===== config.mk =====
export PLATFORM = sky130hd
export DESIGN_NAME = acs_sequencer
export DESIGN_NICKNAME = d
export VERILOG_FILES = /design/src/logic/acs_clock_prescaler.v /design/src/logic/acs_sequencer.v
export VERILOG_INCLUDE_DIRS = /design/src /design/src/logic
export SDC_FILE = /design/constraint.sdc
export NUM_CORES = 1
export LEC_CHECK = 0
export BUFFER_PORTS_ARGS = -buffer_cell sky130_fd_sc_hd__buf_2
export CAP_MARGIN = 20
export CORE_ASPECT_RATIO = 0.5
export CORE_MARGIN = 3
export CORE_UTILIZATION = 50
export CTS_CLUSTER_SIZE = 10
export DETAILED_ROUTE_END_ITERATION = 8
export PLACE_DENSITY = 0.88
export RECOVER_POWER = 50
export SETUP_SLACK_MARGIN = 0.4
export SLEW_MARGIN = 25
export SYNTH_ARGS = -nofsm -noshare
export SYNTH_HDL_FRONTEND = slang
export SYNTH_SLANG_ARGS = --single-unit
export TNS_END_PERCENT = 20

===== constraint.sdc =====
create_clock -name pclk -period 4 [get_ports pclk]
set_input_delay 0.8 -clock pclk [delete_from_list [all_inputs] [get_ports pclk]]
set_output_delay 0.8 -clock pclk [all_outputs]
set_load 0.005 [all_outputs]

===== src/logic/acs_regs.vh =====
/*
 * register offsets, field positions, reset values and timing counts
 * for the conversion sequencer; assumes inclusion by bare name.
 */
`ifndef ACS_REGS_VH
`define ACS_REGS_VH

// printed register indices, not byte addresses
`define ACS_OFF_STATUS_CONTROL 12'h038
`define ACS_OFF_RESULT         12'h039
`define ACS_OFF_CLOCK          12'h03A
// byte addresses on the apb bus, four times the index
`define ACS_ADDR_STATUS_CONTROL 12'h0E0
`define ACS_ADDR_RESULT         12'h0E4
`define ACS_ADDR_CLOCK          12'h0E8
`define ACS_ADDR_PORT_DATA      12'h100
`define ACS_ADDR_PORT_DIR       12'h104
`define ACS_ADDR_PORT_READ      12'h108

// status/control fields
`define ACS_DONE_BIT     7
`define ACS_IRQ_EN_BIT   6
`define ACS_REPEAT_BIT   5
`define ACS_SEL_MSB      4
`define ACS_SEL_LSB      0
// clock register fields
`define ACS_PRESC_MSB    7
`define ACS_PRESC_LSB    5
`define ACS_SRC_BIT      4

// reset values, power-off code and channel count
`define ACS_SEL_RESET    5'h1F
`define ACS_SEL_OFF      5'h1F
`define ACS_CLK_RESET    8'h00
`define ACS_PRESC_RESET  3'h0
`define ACS_SRC_RESET    1'b0
`define ACS_NUM_CHAN     15

// conversion length in converter clock cycles
`define ACS_CONV_MIN     5'h10
`define ACS_CONV_CYCLES  5'h11

`endif


===== src/logic/acs_clock_prescaler.v =====
/*
 * converter clock prescaler: produces a one-cycle tick on pclk at the
 * divided converter rate. assumes the source clock arrives as a tick
 * on pclk (bus clock = every cycle, crystal as a synchronised tick).
 */
`timescale 1ns/10ps
`default_nettype none

module acs_clock_prescaler (
  input  wire       pclk,
  input  wire       presetn,
  input  wire       src_tick,
  input  wire [2:0] prescale,
  input  wire       restart,
  output reg        conv_tick
);

  reg  [3:0] div_count;  // source ticks seen in this period
  reg  [3:0] div_last;   // terminal count for the chosen ratio

  // decode the divide ratio, top bit set gives sixteen
  always @* begin
    case (prescale)
      3'h0:    div_last = 4'h0;
      3'h1:    div_last = 4'h1;
      3'h2:    div_last = 4'h3;
      3'h3:    div_last = 4'h7;
      default: div_last = 4'hF;
    endcase
  end

  // count source ticks and emit one converter tick per period
  always @(posedge pclk or negedge presetn) begin
    if (!presetn) begin
      div_count <= 4'h0;
      conv_tick <= 1'b0;
    end else if (restart) begin
      div_count <= 4'h0;
      conv_tick <= 1'b0;
    end else if (src_tick) begin
      if (div_count >= div_last) begin
        div_count <= 4'h0;
        conv_tick <= 1'b1;
      end else begin
        div_count <= div_count + 4'h1;
        conv_tick <= 1'b0;
      end
    end else begin
      conv_tick <= 1'b0;
    end
  end

endmodule

`default_nettype wire


===== src/logic/acs_sequencer.v =====
/*
 * conversion sequencer: apb register slave, channel mux and pin
 * takeover, single and repeat conversions, done flag and interrupt.
 * assumes an external successive-approximation core that presents an
 * 8-bit result on sar_result when the sequencer reports the end of a
 * conversion, and port logic that obeys the pin overrides.
 * crystal_clock and pin_in are asynchronous and pass two flops here;
 * stop_mode and the apb signals come from logic on pclk.
 */
// The implementer's own choice: the APB slave port.
`timescale 1ns/10ps
`default_nettype none
`include "acs_regs.vh"

module acs_sequencer (
  input  wire        pclk,
  input  wire        presetn,
  input  wire        psel,
  input  wire        penable,
  input  wire        pwrite,
  input  wire [11:0] paddr,
  input  wire [31:0] pwdata,
  output reg  [31:0] prdata,
  output wire        pready,
  output wire        pslverr,
  input  wire        crystal_clock,
  input  wire        stop_mode,
  input  wire [7:0]  sar_result,
  output reg         sar_sample,
  output reg  [14:0] selected_analog_input,
  output wire        analog_power_on,
  input  wire [14:0] pin_in,
  output wire [14:0] pin_out,
  output wire [14:0] pin_oe_n,
  output wire [14:0] pin_analog_mode,
  output wire        conv_irq
);

  // one-hot sequencer states
  localparam [2:0] ST_IDLE = 3'b001;  // no conversion running
  localparam [2:0] ST_CONV = 3'b010;  // counting converter clocks
  localparam [2:0] ST_HALT = 3'b100;  // stop mode, frozen

  // software-visible registers
  reg  [4:0]  input_select_field;     // channel select
  reg         repeat_convert_bit;     // continuous conversions
  reg         conv_irq_enable;        // interrupt enable
  reg         done_flag;              // conversion complete
  reg         irq_pending;            // latched interrupt request
  reg  [7:0]  result;                 // last conversion result
  reg  [2:0]  clock_prescale_field;   // divide ratio code
  reg         clock_source_select;    // 1 = bus clock, 0 = crystal
  reg  [14:0] port_data;              // port data latches
  reg  [14:0] port_dir;               // 1 = output

  // sequencer state
  reg  [2:0]  state;
  reg  [4:0]  conv_count;             // converter clocks in this conversion
  reg         resume;                 // stop ended with work pending

  // crystal clock synchroniser and edge detector
  reg         xtal_meta;
  reg         xtal_sync;
  reg         xtal_prev;
  reg  [14:0] pin_meta;               // first stage of pin sampling
  reg  [14:0] pin_sync;               // pins after two flops

  // a select code is live unless it is the power-off code
  function sel_live;
    input [4:0] sel;
    begin
      sel_live = (sel != `ACS_SEL_OFF);
    end
  endfunction

  // bus decodes, valid only in the access cycle
  wire        xfer     = psel & penable;
  wire        wr_ctrl  = xfer & pwrite & (paddr == `ACS_ADDR_STATUS_CONTROL);
  wire        rd_res   = xfer & ~pwrite & (paddr == `ACS_ADDR_RESULT);
  // a control write that names a live channel starts a conversion
  wire        wr_start = wr_ctrl & sel_live(pwdata[`ACS_SEL_MSB:`ACS_SEL_LSB]);
  wire        powered  = sel_live(input_select_field);
  wire        src_tick;
  wire        conv_tick;
  wire        conv_end;
  wire        restart;

  // decode of the select field into a one-hot channel vector
  function [14:0] chan_decode;
    input [4:0] sel;
    begin
      if (sel < `ACS_NUM_CHAN)
        chan_decode = 15'h0001 << sel;
      else
        chan_decode = 15'h0000;
    end
  endfunction

  wire [14:0] chan_vec = chan_decode(input_select_field);

  // apb always answers in the access cycle without wait states
  assign pready  = 1'b1;
  assign pslverr = 1'b0;

  assign analog_power_on = powered;
  assign conv_irq        = irq_pending & conv_irq_enable;

  // selected pin is an undriven converter input, others are port pins;
  // the latch and direction bits stay stored, so a pin released by the
  // converter returns at once to what software last wrote
  assign pin_analog_mode = chan_vec;
  assign pin_out         = port_data;
  assign pin_oe_n        = ~(port_dir & ~chan_vec);

  // source tick: bus clock every cycle, crystal on synchronised rise
  assign src_tick = clock_source_select ? 1'b1 : (xtal_sync & ~xtal_prev);

  // restart the divider whenever a conversion starts afresh, so every
  // conversion sees whole converter periods from its start
  assign restart  = wr_ctrl | (state != ST_CONV);
  // ticks 1..16 count up, the seventeenth tick ends the conversion
  assign conv_end = (state == ST_CONV) & conv_tick & (conv_count == `ACS_CONV_MIN);

  // converter clock divider, one tick per converter period
  acs_clock_prescaler u_prescaler (
    .pclk      (pclk),
    .presetn   (presetn),
    .src_tick  (src_tick),
    .prescale  (clock_prescale_field),
    .restart   (restart),
    .conv_tick (conv_tick)
  );

  // two-flop synchronisers for the crystal clock and the pins
  // only the second stage feeds logic; the first may be metastable
  always @(posedge pclk or negedge presetn) begin
    if (!presetn) begin
      xtal_meta <= 1'b0;
      xtal_sync <= 1'b0;
      xtal_prev <= 1'b0;
      pin_meta  <= 15'h0000;
      pin_sync  <= 15'h0000;
    end else begin
      xtal_meta <= crystal_clock;
      xtal_sync <= xtal_meta;
      xtal_prev <= xtal_sync;
      pin_meta  <= pin_in;
      pin_sync  <= pin_meta;
    end
  end

  // analog mux control, registered one-hot selection
  // one cycle behind the select field, zero while powered off
  always @(posedge pclk or negedge presetn) begin
    if (!presetn)
      selected_analog_input <= 15'h0000;
    else
      selected_analog_input <= chan_vec;
  end

  // software registers
  always @(posedge pclk or negedge presetn) begin
    if (!presetn) begin
      input_select_field   <= `ACS_SEL_RESET;
      repeat_convert_bit   <= 1'b0;
      conv_irq_enable      <= 1'b0;
      clock_prescale_field <= `ACS_PRESC_RESET;
      clock_source_select  <= `ACS_SRC_RESET;
      port_data            <= 15'h0000;
      port_dir             <= 15'h0000;
    end else if (xfer & pwrite) begin
      case (paddr)
        // control write: channel, repeat and interrupt enable
        `ACS_ADDR_STATUS_CONTROL: begin
          input_select_field <= pwdata[`ACS_SEL_MSB:`ACS_SEL_LSB];
          repeat_convert_bit <= pwdata[`ACS_REPEAT_BIT];
          conv_irq_enable    <= pwdata[`ACS_IRQ_EN_BIT];
        end
        // clock write: divide ratio and source
        `ACS_ADDR_CLOCK: begin
          clock_prescale_field <= pwdata[`ACS_PRESC_MSB:`ACS_PRESC_LSB];
          clock_source_select  <= pwdata[`ACS_SRC_BIT];
        end
        // latches are kept; the pin mask makes them inert while selected
        `ACS_ADDR_PORT_DATA: port_data <= pwdata[14:0];
        `ACS_ADDR_PORT_DIR:  port_dir  <= pwdata[14:0];
        default: ;
      endcase
    end
  end

  // done flag: set wins over a clearing read in the same cycle
  // with interrupts on the bit is plain storage written by software
  always @(posedge pclk or negedge presetn) begin
    if (!presetn)
      done_flag <= 1'b0;
    else if (conv_end & ~conv_irq_enable)
      done_flag <= 1'b1;
    else if (wr_ctrl)
      done_flag <= pwdata[`ACS_IRQ_EN_BIT] & pwdata[`ACS_DONE_BIT];
    else if (rd_res & ~conv_irq_enable)
      done_flag <= 1'b0;
  end

  // interrupt request latch, set wins over clear
  // the pin is masked by the enable, and the latch only sets while it is on
  always @(posedge pclk or negedge presetn) begin
    if (!presetn)
      irq_pending <= 1'b0;
    else if (conv_end & conv_irq_enable)
      irq_pending <= 1'b1;
    else if (wr_ctrl | rd_res)
      irq_pending <= 1'b0;
  end

  // result register, overwritten by every completed conversion
  // sar_result is taken on the end cycle, no read handshake
  always @(posedge pclk or negedge presetn) begin
    if (!presetn)
      result <= 8'h00;
    else if (conv_end)
      result <= sar_result;
  end

  // sequencer: start on write, count clocks, repeat or stop
  always @(posedge pclk or negedge presetn) begin
    if (!presetn) begin
      state      <= ST_IDLE;
      conv_count <= 5'h00;
      sar_sample <= 1'b0;
      resume     <= 1'b0;
    end else begin
      sar_sample <= 1'b0;
      case (state)
        ST_IDLE: begin
          // stop takes precedence over any start
          if (stop_mode) begin
            state <= ST_HALT;
          end else if (wr_start) begin
            state      <= ST_CONV;
            conv_count <= 5'h00;
            sar_sample <= 1'b1;
          end
        end
        ST_CONV: begin
          // freeze; only a repeat run picks up again after stop
          if (stop_mode) begin
            state  <= ST_HALT;
            resume <= repeat_convert_bit;
          end else if (wr_ctrl) begin
            // abandon and restart on the new channel, or power down
            if (wr_start) begin
              conv_count <= 5'h00;
              sar_sample <= 1'b1;
            end else begin
              state <= ST_IDLE;
            end
          end else if (!powered) begin
            state <= ST_IDLE;
          end else if (conv_end) begin
            // repeat mode runs back to back without a gap
            conv_count <= 5'h00;
            if (repeat_convert_bit) begin
              sar_sample <= 1'b1;
            end else begin
              state <= ST_IDLE;
            end
          end else if (conv_tick) begin
            conv_count <= conv_count + 5'h01;
          end
        end
        ST_HALT: begin
          if (!stop_mode) begin
            conv_count <= 5'h00;
            resume     <= 1'b0;
            // a control write in the exit cycle decides by itself
            if (wr_ctrl ? wr_start : (resume & powered)) begin
              state      <= ST_CONV;
              sar_sample <= 1'b1;
            end else begin
              state <= ST_IDLE;
            end
          end
        end
        // an illegal code falls back to idle
        default: state <= ST_IDLE;
      endcase
    end
  end

  // apb read mux, answered in the access cycle
  // unmapped offsets and unused high bits read as zero
  always @* begin
    prdata = 32'h0000_0000;
    case (paddr)
      `ACS_ADDR_STATUS_CONTROL:
        prdata[7:0] = {done_flag, conv_irq_enable, repeat_convert_bit, input_select_field};
      `ACS_ADDR_RESULT:
        prdata[7:0] = result;
      `ACS_ADDR_CLOCK:
        prdata[7:0] = {clock_prescale_field, clock_source_select, 4'h0};
      `ACS_ADDR_PORT_DATA:
        prdata[14:0] = port_data;
      `ACS_ADDR_PORT_DIR:
        prdata[14:0] = port_dir;
      `ACS_ADDR_PORT_READ:
        // converter pin reads zero or the latch; others read pin or latch
        prdata[14:0] = (chan_vec & port_dir & port_data)
                     | (~chan_vec & port_dir & port_data)
                     | (~chan_vec & ~port_dir & pin_sync);
      default:
        prdata = 32'h0000_0000;
    endcase
  end

endmodule

`default_nettype wire


; Word-level counts from Yosys, hierarchy flattened
; Cells that the tools add are included.
[op_classes]
muxes = 50
add_sub_neg = 2
n_eq_ne = 26
shifts = 1
n_reduce_logical = 13
n_lt_le_gt_ge = 2
bitwise_logic = 31
[ops]
columns = cell, count
row1 = 15-bit bitwise AND, 6
row2 = 8-bit case mux with 6 select lines, 1
row3 = 15-bit NOT, 3
row4 = 5-bit two-way mux, 8
row5 = "12-bit by 8-bit == test with 1-bit output, second input constant", 3
row6 = "12-bit by 9-bit == test with 1-bit output, second input constant", 3
row7 = 15-bit OR, 2
row8 = 3-bit two-way mux, 9
row9 = 1-bit two-way mux, 21
row10 = 7-bit case mux with 3 select lines, 1
row11 = "5-bit inequality test, second input constant", 4
row12 = 4-bit case mux with 4 select lines, 1
row13 = 1-bit bitwise AND, 15
row14 = 15-bit two-way mux, 1
row15 = 5-bit case mux with 3 select lines, 1
row16 = "1-bit by 5-bit << shifter with 15-bit output, first input constant", 1
row17 = 4-bit two-way mux, 3
row18 = "3-bit by 2-bit == test with 1-bit output, second input constant", 3
row19 = 3-bit case mux with 3 select lines, 1
row20 = "2-bit inequality test, second input constant", 4
row21 = 2-bit AND reduction, 4
row22 = "3-bit by 1-bit == test with 1-bit output, second input constant", 2
row23 = "3-bit inequality test, second input constant", 2
row24 = 6-bit AND reduction, 1
row25 = other kinds (19), 25
[word_totals]
in_bits = 74
register_bits = 114

; Logic depth before layout (Yosys ltp)
; Gate-level depths: netlist of run 1.
[logic_depth]
word_depth = 8
mapped_depth = 8

; By module
; From an unflattened synthesis of run 1, not the netlist that was laid out.
[hier_totals]
cells_unflattened = 463
area_unflattened_um2 = 5385.2
[modules_own_cells]
columns = mod, cells_per_inst, instances, area_each_um2, seq_area_each_um2
row1 = acs_sequencer, 426, 1, 5009.8, 2735.1
row2 = acs_clock_prescaler, 37, 1, 375.4, 125.1

; Worst setup path before layout of run 1
; OpenSTA, ideal clock, no wires.
[synth_timing]
kind = input -> output
from = input paddr[1]
to = output prdata[8]
t_arrival_ns = 2.551
slack_ns = 0.649
path_stages = 7
required_ns = 3.200
cell_sequence = or4_4 -> buf_6 -> nor3_2 -> nand3_1 -> clkbuf_1 -> nor4b_1 -> a221o_1
[synth_between]
elab_chain_cells = 2
word_cells_on_any_way = 4
classes_between = 3 x eq/ne / 1 x mux
[synth_lines]
columns = item, line_no
row1 = start: declaration, acs_sequencer.v:21  ; input wire [11:0] paddr,
row2 = 12-bit by 9-bit == test with 1-bit output, acs_sequencer.v:295  ; case (paddr)
row3 = 7-bit case mux with 3 select lines *, acs_sequencer.v:295
row4 = end: declaration, acs_sequencer.v:23  ; output reg [31:0] prdata,
; Every way passes the cells marked *; elsewhere a longest branch is shown, timed or not.

; Final worst setup path of run 1
[layout_timing]
from = input paddr[1]
to = output prdata[3]
[layout_between]
elab_chain_cells = 2
word_cells_on_any_way = 7
classes_between = 6 x eq/ne / 1 x mux
[layout_lines]
columns = item, line_no
row1 = 12-bit by 9-bit == test with 1-bit output / 12-bit by 8-bit == test with 1-bit output (equally long branches), acs_sequencer.v:295
row2 = 8-bit case mux with 6 select lines *, acs_sequencer.v:295
; Marked as above.

==> results of run 1 <==
-- worst paths after layout --
path / end / from / slack (ns) / cells past startpoint
min reg2reg: pin_sync[3] / pin_meta[3] / 0.34 / 0
min in group asynchronous: u_prescaler.div_count[0] / presetn / 1.02 / 1
max in group asynchronous: pin_meta[10] / presetn / 1.35 / 2
min: pin_sync[3] / pin_meta[3] / 0.34 / 0
max reg2reg: conv_count[4] / state[1] / 1.37 / 5
max: prdata[3] / paddr[1] / 0.43 / 8
-- state kept, by name, indices dropped and copies added, names as in the netlist, 3 cells and up --
signal                 count
clock_prescale_field       3
conv_count                 5
input_select_field         5
pin_meta                  15
pin_out                   15
pin_sync                  15
port_dir                  15
result                     8
selected_analog_input     15
state                      3
u_prescaler.div_count      4
-- through the flow --
stage | setup WS, ns | area (µm²) | std cells
global route | 0.3606 | 6773 | 786
detailed placement | 0.3684 | 6176 | 754
floorplan | 0.6492 | 5458 | 507
CTS | 0.4396 | 6780 | 786
global placement | 0.4503 | 6176 | 754
finish | 0.4276 | 6773 | 786
-- cell families (layout without fill, tap and decap cells) --
family / after synthesis / in the layout / synth area share (%)
xor gates and xnor gates: 1 / 1 / 0.1624
other: 2 / 19 / 0.1392
muxes: 43 / 43 / 8.954
DFF: 114 / 114 / 53.03
AOI/OAI and AO/OA: 102 / 102 / 14.17
and+or+nand+nor: 151 / 151 / 15.26
buffers and inverters: 70 / 209 / 6.657
adders and majority gates: 7 / 7 / 1.624
-- where the power goes --
part | switching, W | internal [W] | leakage [nW]
Clock | 0.000549 | 0.000994 | 0.293
Combinational | 0.000151 | 0.000118 | 1.66
Sequential | 0.0000672 | 0.00122 | 1.44
-- placed cells by master, fill, tap and decap left out, types with 5 or more instances in the layout --
cell type,instances
mux2_2,42
and2_1,6
nand3_1,12
buf_2,133
dfrtp_1,108
nor3_1,5
o2111ai_1,6
nor2b_1,5
nor2_1,22
a221o_1,8
nand2_1,51
clkbuf_16,17
conb_1,19
a21o_1,10
buf_4,12
nand2b_1,6
a21oi_1,7
inv_1,29
o21ai_0,25
nor4b_1,6
ha_1,7
o211ai_1,8
-- final cells by class --
class,count,area (µm²)
fill,757,3572
sequential,114,2860
multi-input combinational,323,2257
timing repair buffer,148,768.2
clock buffer,19,442.9
tap,140,175.2
clock inverter,13,160.2
inverter,29,108.9
-- critical path: stages --
cell     delay, ns
buf_2         0.10
or4_4         0.61
nor3_2        0.27
nand3_1       0.12
buf_4         0.21
o41ai_1       0.36
a221o_1       0.18
buf_2         0.12
-- metal layers --
metal	up-vias	track usage, %	routed length [µm]
met5	-	0	0
met4	0	10.04	410
met3	48	7.363	1421
met2	280	43.08	7526
met1	2257	30.64	5888
li1	2027	-	-
-- timing repair --
action,4_1_cts,5_1_grt
hold buffers,0,0
pin swaps,0,0
buffers inserted,0,0
resized for setup,1,2
gates cloned,0,0
setup endpoints to repair,5,8
==> out/results.txt, run 1 <==
Avg Inst Size Synth: 11.01 µm²
IO Pins: 171
Ys Warns: 0
Input/output buffers: 134
Core footprint: 0.01034 mm²
CP Data Required Time: 3.20 ns
Wire length per cell: 19.40 µm
Worst hold slack: 0.3433 ns
Setup crit end kind: output port
N_diodes: 0
Slew margin rel.: -41.90%
DR pass1 iterations: 8
GR Util All Layers: 25.23%
Cell taking the most area after synthesis: dfrtp_1
Nets: 714
# setup viols final: 0
Routed wire length: 15250 µm
GPL Wtd Cong: 0.8939
Maximum fanout along the worst path: 12
Library cells used by synthesis: 63
Outcome: finished with violations
Die Ht: 79.45 µm
Synth cell count leaders: dfrtp_1, nand2_1, mux2_2, inv_1, o21ai_0
Post-Syn Instances: 490
Max-cap check violation count: 1
Initial antenna violation count: 0
Clk buf depth: 2
Final Hold Viols: 0
Main synth FF type: dfrtp_1
Area delta synth->final: 25.56%
H-tree Lvls: 4
Power per Cell Area: 457.6 mW/mm²
ANT nets after route: 0
Final Cycle Share: 89.31%
Number of global-route vias before repair: 4551
Clock skew: 0.009654 ns
Worst-Skew Late Latency: 0.42 ns
Leak: 3.387 nW
Max VDD drop: 0.2961 mV
Starting density of the core: 52.14%
Post-Syn Area: 0.005394 mm²
Root Buffer: clkbuf_16
EDFF count, synth: 0
Synth top area share: 50.10%
Synthesis-stage register bit count: 114
Final min period: 3.572 ns
Clock sinks: 114
WS Path Type: in2out
Routed vias/inst: 5.868
Worst-path clk slew: 0.05 ns
# DRC: 0
Ys async rst share: 100.0%
Vias: 4612
CTS Buf Count: 17
CP startpoint kind: input port
HP Class: reg2reg
Core Util, Final: 65.47%
Count leader, synth: dfrtp_1
RSZ-0062 raised after global routing: yes
Worst slew pin tran: 2.128 ns
Largest net degree at the start of global routing: 87
Gr ovfl total: 0
Setup TNS: 0 ns
Final Slew Violations: 87
Sequential share of the synthesized area: 53.03%
Die Wd: 152.9 µm
CTS tree: yes
Crit path DAT: 2.77 ns
Num rows: 26
Synth top area cells: dfrtp_1, mux2_2, nand2_1, dfstp_2, buf_4
Starting DRT DRC Count: 451
Share of post-route cells with drive strength above 1: 37.31%
Global-route wire length before repair: 23760 µm
Failing checks: max-capacitance violations, max-slew violations
Detailed placer's ending HPWL: 10120 µm
Total Power: 0.003099 W
Die area: 0.01215 mm²
Fmax achieved: 279.9 MHz
No activity file was read; power rests on OpenSTA's default activity.
==> run 2: changes to the inputs <==
--- a/config.mk
+++ b/config.mk
@@ -19,5 +19,6 @@
 export SLEW_MARGIN = 25
 export SYNTH_ARGS = -nofsm -noshare
 export SYNTH_HDL_FRONTEND = slang
+export SYNTH_HIERARCHICAL = 1
 export SYNTH_SLANG_ARGS = --single-unit
 export TNS_END_PERCENT = 20
==> run 2 against run 1 <==
Against the previous run:
- the run still ends with max-capacitance violations, max-slew violations left
- sequential share of layout area shrank 0.26 points
- synthesized cell count shrank 5.5%
- non-clock buffer count shrank 5
- cell count shrank 3.9%
- fmax shrank 0.67%
- clock power grew 14%
- sequential cell count is the same
- routed wire length shrank 6.2%
- sequential power shrank 6%
- worst hold slack gained 0.0038 ns
==> out/results.txt, run 2 <==
Avg Inst Size Synth: 11.63 µm² (was 11.01 µm²)
Slew margin rel.: -13.92% (was -41.90%)
Detailed placer's ending HPWL: 9190 µm (was 10120 µm)
CTS tree: yes (unchanged)
Crit-path leading delay family: simple AND/OR/NAND/NOR gates (unchanged)
Ys Warns: 6 (was 0)
Max-cap check violation count: 1 (unchanged)
Clock skew: 0.007519 ns (was 0.009654 ns)
Starting density of the core: 52.06% (was 52.14%)
Synth top area cells: dfrtp_1, mux2_2, dfstp_2, buf_4, mux2_1 (was dfrtp_1, mux2_2, nand2_1, dfstp_2, buf_4)
Synth cell count leaders: dfrtp_1, mux2_2, nand2_1, nor2_1, buf_4 (was dfrtp_1, nand2_1, mux2_2, inv_1, o21ai_0)
IO Pins: 171 (unchanged)
Area of the multi-input gates: 0.002275 mm² (was 0.002257 mm²)
Root Buffer: clkbuf_16 (unchanged)
H-tree Lvls: 4 (unchanged)
Cell taking the most area after synthesis: dfrtp_1 (unchanged)
Setup crit end kind: output port (unchanged)
Cells along the critical path: buf_2 -> or4_4 -> or4_4 -> nor4b_1 -> a221o_1 -> buf_2 (was buf_2 -> or4_4 -> nor3_2 -> nand3_1 -> buf_4 -> o41ai_1 -> a221o_1 -> buf_2)
Worst path bufs/invs: 2 (was 3)
GR Util All Layers: 23.72% (was 25.23%)
CP startpoint kind: input port (unchanged)
Post-DP Area: 0.006118 mm² (was 0.006176 mm²)
Worst-Skew Late Latency: 0.41 ns (was 0.42 ns)
Max VDD drop: 0.3564 mV (was 0.2961 mV)
R2R cell count: 7 (was 5)
Library cells used by synthesis: 61 (was 63)
Global-route wire length before repair: 22690 µm (was 23760 µm)
Final Cycle Share: 89.91% (was 89.31%)
Clock sinks: 114 (unchanged)
Commonest non-fill, non-tap cell in the layout: buf_2 (unchanged)
RSZ-0062 raised after global routing: yes (unchanged)
Gr ovfl total: 0 (unchanged)
Starting DRT DRC Count: 379 (was 451)
# DRC: 0 (unchanged)
Outcome: finished with violations (unchanged)
Wire length per cell: 18.95 µm (was 19.40 µm)
Clk buf depth: 2 (unchanged)
# setup viols final: 0 (unchanged)
Postcts setup bufs: 0 (unchanged)
Initial antenna violation count: 1 (was 0)
Die Wd: 152.8 µm (was 152.9 µm)
Setup TNS: 0 ns (unchanged)
CP Depth: 6 (was 8)
Count leader, synth: dfrtp_1 (unchanged)
Final min period: 3.597 ns (was 3.572 ns)
Leak: 3.468 nW (was 3.387 nW)
Area delta synth->final: 26.53% (was 25.56%)
Vias: 4373 (was 4612)
Slowest-stage cell, CP: or4_4 (unchanged)
Worst hold slack: 0.3471 ns (was 0.3433 ns)
Post-Syn Instances: 463 (was 490)
CP max stage delay: 0.64 ns (was 0.61 ns)
Main synth FF type: dfrtp_1 (unchanged)
Commonest cells after routing, fill and taps aside: buf_2, dfrtp_1, mux2_2 (was buf_2, dfrtp_1, nand2_1)
Fillers: 739 (was 757)
Routed wire length: 14300 µm (was 15250 µm)
Number of global-route vias before repair: 4316 (was 4551)
Fin area: 0.006814 mm² (was 0.006773 mm²)
Die Ht: 79.39 µm (was 79.45 µm)
Input/output buffers: 134 (unchanged)
Worst-path clk slew: 0.05 ns (about the same)
ANT nets after route: 0 (unchanged)
Num rows: 26 (unchanged)
Maximum fanout along the worst path: 8 (was 12)
Crit path DAT: 2.80 ns (was 2.77 ns)
Routed vias/inst: 5.792 (was 5.868)
EDFF count, synth: 0 (unchanged)
Post-Syn Area: 0.005385 mm² (was 0.005394 mm²)
WS Path Type: in2out (unchanged)
Largest net degree at the start of global routing: 71 (was 87)
Failing checks: max-capacitance violations, max-slew violations (unchanged)
CTS Buf Count: 17 (unchanged)
Nets: 683 (was 714)
Sequential share of the synthesized area: 53.11% (was 53.03%)
CP Data Required Time: 3.20 ns (about the same)
HP Class: reg2reg (unchanged)
Synthesis-stage register bit count: 114 (unchanged)
Fmax achieved: 278.0 MHz (was 279.9 MHz)
Die area: 0.01213 mm² (was 0.01215 mm²)
Final Hold Viols: 0 (unchanged)
Ys async rst share: 100.0% (unchanged)
Worst slew pin tran: 1.709 ns (was 2.128 ns)
DR pass1 iterations: 5 (was 8)
GPL Wtd Cong: 0.8557 (was 0.8939)
Core footprint: 0.01034 mm² (unchanged)
Share of post-route cells with drive strength above 1: 37.56% (was 37.31%)
Core Util, Final: 65.87% (was 65.47%)
N_diodes: 0 (unchanged)
Register area: 0.002860 mm² (unchanged)
Synth top area share: 50.19% (was 50.10%)
Hold path cells: 0 (unchanged)
Power per Cell Area: 452.6 mW/mm² (was 457.6 mW/mm²)
Final Slew Violations: 71 (was 87)
## run 2: cell types whose count changed after synthesis, sizes merged, moves of 5 or more
| cell | previous run | this run |
|---|---|---|
| a21oi | 7 | 17 |
| nor4b | 6 | 12 |
| inv | 29 | 20 |
| o21ai | 25 | 17 |
| mux2i | 1 | 6 |
| nand2b | 6 | 11 |
| nand2 | 51 | 30 |
## run 2: worst reg2reg max path, delay by kind of cell, from the launching register on
kind	cells	cell delay, ns
DFF	1	0.42
adders and majority gates	1	0.13
and+or+nand+nor	3	1.58
AOI/OAI and AO/OA	2	0.25
buffers and inverters	1	0.07
## run 2: what timing repair did
| item | in CTS | in global routing |
|---|---|---|
| hold buffers | 0 | 0 |
| endpoints found under the setup margin | 1 | 5 |
| hold endpoints to repair | 0 | 0 |
| gates cloned | 0 | 1 |
| gates resized for setup | 1 | 2 |
| pin swaps | 0 | 1 |
## run 2: cells by family (layout without fill, tap and decap cells)
group / count (synthesis) / count (layout) / share of synthesized area (%)
and+or+nand+nor: 140 / 141 / 16.40
adders and majority gates: 7 / 7 / 1.626
buffers and inverters: 61 / 195 / 6.482
muxes: 49 / 49 / 10.11
other: 2 / 19 / 0.1395
DFF: 114 / 114 / 53.11
xor gates and xnor gates: 2 / 2 / 0.3253
AOI/OAI and AO/OA: 88 / 88 / 11.80
## run 2: cell type report
cell class / instances / area share [%]
Timing Repair Buffer: 143 / 10.80
Clock inverter: 12 / 3.324
Multi-Input combinational cell: 306 / 33.38
Clock buffer: 20 / 6.849
Inverter: 20 / 1.102
Tap cell: 140 / 2.571
Sequential cell: 114 / 41.98
## run 2: final timing paths
kind / start / end / slack, ns
max in group asynchronous: presetn / resume / 1.30
min in group asynchronous: presetn / pin_meta[5] / 0.84
setup reg to reg: conv_count[0] / sar_sample / 1.48
hold / removal: pin_meta[9] / pin_sync[9] / 0.35
hold reg to reg: pin_meta[9] / pin_sync[9] / 0.35
setup / recovery: paddr[1] / prdata[13] / 0.40
## run 2: stage by stage
stage                     std cells  worst slack [ns]  power (W)
after floorplan                 480            0.6842   0.001283
after global placement          722            0.4326   0.001335
after detailed placement        722            0.4161   0.001341
after CTS                       754            0.4116   0.003102
after global routing            755            0.3089   0.003178
final                           755            0.4034   0.003084
## run 2: power by group
| group | leakage (nW) | internal, W | switching [W] | total [W] |
|---|---|---|---|---|
| logic | 1.70 | 0.0000458 | 0.0000717 | 0.000118 |
| registers | 1.44 | 0.00118 | 0.0000208 | 0.00121 |
| clock network | 0.333 | 0.00122 | 0.000541 | 0.00176 |
| total | 3.47 | 0.00245 | 0.000634 | 0.00308 |
## run 2: routing by layer
layer  vias up  global-route usage, %  routed length, µm
met5         -                      0                  8
met4         2                  11.47                362
met3        39                  5.847               1189
met2       218                  39.82               7016
met1      2177                  29.27               5727
li1       1937                      -                  -
